File: config.mk
export PLATFORM = sky130hd
export DESIGN_NAME = pmt8_timer
export DESIGN_NICKNAME = d
export VERILOG_FILES = /design/src/pmt8_pkg.sv /design/src/pmt8_timer.sv
export SDC_FILE = /design/constraint.sdc
export NUM_CORES = 1
export LEC_CHECK = 0
export ABC_AREA = 1
export BUFFER_PORTS_ARGS = -buffer_cell sky130_fd_sc_hd__buf_4
export CORE_MARGIN = 3
export CORE_UTILIZATION = 45
export CTS_BUF_LIST = sky130_fd_sc_hd__clkbuf_8
export CTS_CLUSTER_DIAMETER = 60
export DETAILED_ROUTE_END_ITERATION = 12
export PLACE_DENSITY = 0.67
export SLEW_MARGIN = 20
export SYNTH_ARGS = -nofsm -noshare
export SYNTH_HDL_FRONTEND = slang
export SYNTH_SLANG_ARGS = --single-unit
export TNS_END_PERCENT = 50
File: constraint.sdc
create_clock -name i_sys_clk -period 1.9 [get_ports i_sys_clk]
set_input_delay 0.285 -clock i_sys_clk [delete_from_list [all_inputs] [get_ports i_sys_clk]]
set_output_delay 0.285 -clock i_sys_clk [all_outputs]
set_load 0.005 [all_outputs]
File: src/pmt8_pkg.sv
/*
 * Package for the 8-bit period match timer: register indices, field
 * positions, reset values and prescale codes.
 * Assumes a single 50 MHz system clock and a plain strobe register port.
 */
package pmt8_pkg;
    // ------------------------------------------------------------
    // register map (word indices on the plain port)
    // ------------------------------------------------------------
    localparam logic [2:0] PMT8_ADDR_CONTROL = 3'h0;
    localparam logic [2:0] PMT8_ADDR_COUNT   = 3'h1;
    localparam logic [2:0] PMT8_ADDR_PERIOD  = 3'h2;
    localparam logic [2:0] PMT8_ADDR_FLAG    = 3'h3;
    localparam logic [2:0] PMT8_ADDR_ENABLE  = 3'h4;
    localparam int         PMT8_ADDR_W       = 3;

    // ------------------------------------------------------------
    // control and flag fields
    // ------------------------------------------------------------
    localparam int PMT8_PRE_LSB  = 0;
    localparam int PMT8_PRE_MSB  = 1;
    localparam int PMT8_ON_BIT   = 2;
    localparam int PMT8_POST_LSB = 3;
    localparam int PMT8_POST_MSB = 6;
    localparam logic [7:0] PMT8_CONTROL_MASK = 8'h7F;
    localparam int PMT8_FLAG_BIT = 1;

    // ------------------------------------------------------------
    // reset values and divider terminal counts
    // ------------------------------------------------------------
    localparam logic [7:0] PMT8_CONTROL_RST = 8'h00;
    localparam logic [7:0] PMT8_COUNT_RST   = 8'h00;
    localparam logic [7:0] PMT8_PERIOD_RST  = 8'hFF;
    localparam int         PMT8_OSC_DIV     = 4;
    localparam logic [1:0] PMT8_FOSC_LAST   = 2'h3;
    localparam logic [3:0] PMT8_PRE1_LAST   = 4'h0;
    localparam logic [3:0] PMT8_PRE4_LAST   = 4'h3;
    localparam logic [3:0] PMT8_PRE16_LAST  = 4'hF;

    typedef enum logic [1:0] {
        PMT8_PRE_DIV1  = 2'b00,
        PMT8_PRE_DIV4  = 2'b01,
        PMT8_PRE_DIV16 = 2'b10
    } pmt8_pre_type;
endpackage : pmt8_pkg

File: src/pmt8_timer.sv
/*
 * 8-bit period match timer with prescaler, postscaler, sticky match flag,
 * enable mask and one level interrupt.
 * Assumes a master that issues one-cycle read or write strobes, never both.
 */
`timescale 1ns/1ns
module pmt8_timer (
    input  wire logic                        i_sys_clk,
    input  wire logic                        i_reset,
    input  wire logic [pmt8_pkg::PMT8_ADDR_W-1:0] i_addr,
    input  wire logic [7:0]                  i_wdata,
    input  wire logic                        i_wr,
    input  wire logic                        i_rd,
    output logic      [7:0]                  o_rdata,
    output logic                             o_irq,
    output logic                             o_match,
    output logic      [7:0]                  o_time_base
);
    import pmt8_pkg::*;

    // ------------------------------------------------------------
    // registers
    // ------------------------------------------------------------
    logic [7:0] control_q;
    logic [7:0] count_q;
    logic [7:0] period_q;
    logic       flag_q;
    logic       enable_q;
    logic [1:0] fosc_q;
    logic [3:0] pre_q;
    logic [3:0] post_q;

    logic wr_control, wr_count, wr_period, wr_flag, wr_enable;
    logic inst_tick, pre_tick, match_tick, post_tick, timer_on;
    logic [3:0] pre_last;

    assign wr_control = i_wr && (i_addr == PMT8_ADDR_CONTROL);
    assign wr_count   = i_wr && (i_addr == PMT8_ADDR_COUNT);
    assign wr_period  = i_wr && (i_addr == PMT8_ADDR_PERIOD);
    assign wr_flag    = i_wr && (i_addr == PMT8_ADDR_FLAG);
    assign wr_enable  = i_wr && (i_addr == PMT8_ADDR_ENABLE);
    assign timer_on   = control_q[PMT8_ON_BIT];

    // decode of the prescale field; 1x patterns both mean 16
    function automatic logic [3:0] pre_decode(input logic [1:0] sel);
        logic [3:0] last;
        last = PMT8_PRE16_LAST;
        if (sel == PMT8_PRE_DIV1) begin
            last = PMT8_PRE1_LAST;
        end else if (sel == PMT8_PRE_DIV4) begin
            last = PMT8_PRE4_LAST;
        end
        return last;
    endfunction : pre_decode

    assign pre_last = pre_decode(control_q[PMT8_PRE_MSB:PMT8_PRE_LSB]);

    // ------------------------------------------------------------
    // divider chain
    // ------------------------------------------------------------
    // instruction clock is system clock divided by four; free running
    assign inst_tick  = (fosc_q == PMT8_FOSC_LAST);
    // a control write swallows the tick on its edge so the count holds
    assign pre_tick   = timer_on && inst_tick && (pre_q >= pre_last) &&
                        !wr_control;
    assign match_tick = pre_tick && (count_q == period_q);
    assign post_tick  = match_tick &&
                        (post_q >= control_q[PMT8_POST_MSB:PMT8_POST_LSB]);

    always_ff @(posedge i_sys_clk) begin
        if (i_reset) begin
            fosc_q <= 2'h0;
        end else begin
            fosc_q <= fosc_q + 2'h1;
        end
    end

    always_ff @(posedge i_sys_clk) begin
        if (i_reset || wr_count || wr_control) begin
            pre_q <= 4'h0;
        end else if (timer_on && inst_tick) begin
            pre_q <= (pre_q >= pre_last) ? 4'h0 : pre_q + 4'h1;
        end
    end

    always_ff @(posedge i_sys_clk) begin
        if (i_reset || wr_count || wr_control) begin
            post_q <= 4'h0;
        end else if (match_tick) begin
            post_q <= post_tick ? 4'h0 : post_q + 4'h1;
        end
    end

    // ------------------------------------------------------------
    // counter, period and control
    // ------------------------------------------------------------
    always_ff @(posedge i_sys_clk) begin
        if (i_reset) begin
            count_q <= PMT8_COUNT_RST;
        end else if (wr_count) begin
            count_q <= i_wdata;
        end else if (match_tick) begin
            count_q <= 8'h00;
        end else if (pre_tick) begin
            count_q <= count_q + 8'h01;
        end
    end

    always_ff @(posedge i_sys_clk) begin
        if (i_reset) begin
            period_q <= PMT8_PERIOD_RST;
        end else if (wr_period) begin
            period_q <= i_wdata;
        end
    end

    // control write touches only control and dividers, never the count
    always_ff @(posedge i_sys_clk) begin
        if (i_reset) begin
            control_q <= PMT8_CONTROL_RST;
        end else if (wr_control) begin
            control_q <= i_wdata & PMT8_CONTROL_MASK;
        end
    end

    // ------------------------------------------------------------
    // flag, enable, interrupt
    // ------------------------------------------------------------
    // set wins over a same-cycle write-one clear
    always_ff @(posedge i_sys_clk) begin
        if (i_reset) begin
            flag_q <= 1'b0;
        end else if (post_tick) begin
            flag_q <= 1'b1;
        end else if (wr_flag && i_wdata[PMT8_FLAG_BIT]) begin
            flag_q <= 1'b0;
        end
    end

    always_ff @(posedge i_sys_clk) begin
        if (i_reset) begin
            enable_q <= 1'b0;
        end else if (wr_enable) begin
            enable_q <= i_wdata[PMT8_FLAG_BIT];
        end
    end

    always_ff @(posedge i_sys_clk) begin
        if (i_reset) begin
            o_irq <= 1'b0;
        end else begin
            o_irq <= (flag_q || post_tick) && enable_q;
        end
    end

    // ------------------------------------------------------------
    // exported time base
    // ------------------------------------------------------------
    always_ff @(posedge i_sys_clk) begin
        if (i_reset) begin
            o_match     <= 1'b0;
            o_time_base <= PMT8_COUNT_RST;
        end else begin
            o_match     <= match_tick;
            o_time_base <= count_q;
        end
    end

    // ------------------------------------------------------------
    // read port; unmapped reads give zero
    // ------------------------------------------------------------
    always_ff @(posedge i_sys_clk) begin
        if (i_reset) begin
            o_rdata <= 8'h00;
        end else if (i_rd) begin
            unique case (i_addr)
                PMT8_ADDR_CONTROL: o_rdata <= control_q;
                PMT8_ADDR_COUNT:   o_rdata <= count_q;
                PMT8_ADDR_PERIOD:  o_rdata <= period_q;
                PMT8_ADDR_FLAG:    o_rdata <= {6'h00, flag_q, 1'b0};
                PMT8_ADDR_ENABLE:  o_rdata <= {6'h00, enable_q, 1'b0};
                default:           o_rdata <= 8'h00;
            endcase
        end else begin
            o_rdata <= 8'h00;
        end
    end
endmodule : pmt8_timer

==> run summary <==
Final min period = 1760 ps
endpoints failing hold = 0
share of layout cells above drive strength 1 = 16.8%
initial antenna violation count = 0
EDFF count, synth = 0
PortBufs = 32
Num Clock Sinks = 53
die width = 82.3 um
die area = 6770 um^2
n_diodes = 0
cell area after synthesis = 2620 um^2
RSZ-0062 raised after global routing = false
Final WS setup = 137 ps
main combinational cell family by area after synthesis = simple AND/OR/NAND/NOR gates
hold path cells = 3
Crit Path Class = reg -> reg
GR Overflow Total = 0
skew final = 5.83 ps
register area share after synthesis = 40.5%
Worst Tran Pin Value = 380 ps
Max-cap violations = 0
fin nets = 419
status = completed
Synth cell types = 32
Final Util = 54.6%
GP Congestion = 0.846
Pwr Density = 643 nW/um^2
final worst path period share = 92.8%
Final Cell Area = 3040 um^2
CTS tree = yes
R2R cell count = 10
multiplexer share of the synthesized area = 0%
Core Box Area = 5570 um^2
max-slew violations = 0
post-synthesis register bit count = 53
Synth Area in Simple Gates = 25.4%
Synth async-reset ratio = 0%
largest net degree at the start of global routing = 22
HPWL after DPL = 4500 um
Initial Utilization = 47.0%
most frequent cells in the layout = nand2_1 (68), inv_1 (62), dfxtp_1 (52)
Startpoint Class = register
routed len/inst = 13.2 um
top_reg_cell synth = dfxtp_1
Setup TNS Final = 0 ps
Area Growth Syn to Fin = 16.3%
H-tree levels = 2
total routed wirelength = 6150 um
drt pass-1 iters = 4
worst vdd ir = 299 uV
Post-CTS Hold Fix Bufs = 0
ANT nets after route = 0
Placement Setup Slack = 31.2 ps
Leakage = 1.45 nW
total global-route track usage = 19.4%
complex-gate fraction of the synthesized area = 13.3%
# IOs = 33
most common cell after layout, fill and taps aside = nand2_1
chip height = 82.3 um
worst min-delay path category = in -> reg
Max-slew headroom = 74.4%
Peak Freq = 0.567 GHz
post-DR vias/cell = 5.06
CTS buffer count = 5
clk root buf = clkbuf_8
Area after DPL = 2920 um^2
Yosys warning total = 0
Synth Area per Inst = 7.37 um^2
Clock Latency Late Sink = 310 ps
num rows = 27
Worst-path clk slew = 90 ps
First DRT Iteration DRCs = 211
Via Count = 2354
Syn Nets = 382
Max Fanout on Critical Path = 7
adder-cell share of the synthesized area = 5.74%
Worst EP required = 2100 ps
critical path endpoint category = register
Synth Area in XOR/XNOR = 3.68%
vias in the first global route = 2214
clock buffer depth = 2
Setup violations, final = 0
synthesized instance count = 355
Worst EP arrival = 1970 ps
DR DRC count = 0
global-route wire length before repair = 10100 um
-- stage by stage --
stage	std cells	hold slack [ps]	total power, mW
detailed placement	455	419	1.36
CTS	463	194	1.98
finish	465	200	1.96
global route	465	209	2.04
floorplan	355	399	1.29
global placement	455	411	1.36
-- final timing paths --
kind,from,end,slack [ps]
worst max-delay path,control_q[0]$_SDFFE_PP0P_,post_q[1]$_SDFFE_PP0N_,140
worst min register to register,fosc_q[0]$_SDFF_PP0_,fosc_q[0]$_SDFF_PP0_,430
worst min-delay path,i_wdata[7],period_q[7]$_SDFFE_PP1P_,200
worst max register to register,control_q[0]$_SDFFE_PP0P_,post_q[1]$_SDFFE_PP0N_,140
-- registers in the layout, summed over array words and instances (netlist names), 2 cells and up --
register and flops:
count_q 8, o_rdata 8, o_time_base 8, period_q 8, control_q 7, post_q 4, pre_q 4, fosc_q 2
-- per-layer routing --
metal	wire (um)	up-vias	GRT usage [%]	part of all wire, %
met5	0	-	0	0
met4	117	0	8.64	1.9
met3	421	10	5.10	6.9
met2	2730	66	30.4	44
met1	2870	1067	25.1	47
li1	-	1211	-	-
-- Yosys cell counts, drive strengths merged, types with 3 or more instances --
master,instances,share of area (%)
a21oi,27,5.2
buf,3,1.3
clkbuf,5,0.76
dfxtp,53,41
ha,12,5.7
inv,64,9.2
nand2,72,11
nand3,20,4.0
nand4,10,2.4
nor2,38,7.0
o211ai,6,1.7
o21ai,18,3.6
o22ai,5,1.2
xnor2,7,2.3
xor2,4,1.3
-- worst max-delay path: stages, from the launching register on --
cell and delay, ps:
dfxtp_1 340, nor2_1 150, inv_1 60, ha_1 280
nand4_1 100, nand3_2 130, nand3_4 120, nor2_4 230
inv_2 80, a21oi_1 130, nor2_1 50
-- area by class of cell --
| class | count | area [um^2] |
|---|---|---|
| clock buffer | 5 | 68.8 |
| clock inverter | 3 | 13.8 |
| fill | 555 | 2530 |
| inverter | 65 | 244 |
| multi-input combinational | 229 | 1280 |
| sequential | 53 | 1060 |
| tap | 72 | 90.1 |
| timing repair buffer | 38 | 285 |
-- kinds of logic after synthesis --
kind of cell,Yosys count
AOI/OAI and AO/OA,61
xor gates and xnor gates,11
adders and majority gates,12
buffers and inverters,73
DFF,53
and+or+nand+nor,145
-- where the power goes --
group	total, mW	internal [mW]	switching (mW)	leakage, nW
clock network	0.612	0.251	0.361	0.0491
logic	0.194	0.0741	0.120	0.966
registers	1.15	1.13	0.0149	0.430
total	1.96	1.46	0.496	1.45
-- repair_timing --
item / CTS / global route
hold endpoints to repair: 0 / 0
endpoints found under the setup margin: 0 / 14
buffers inserted: 0 / 2
resized for setup: 0 / 5
(Power assumes the default switching activity.)
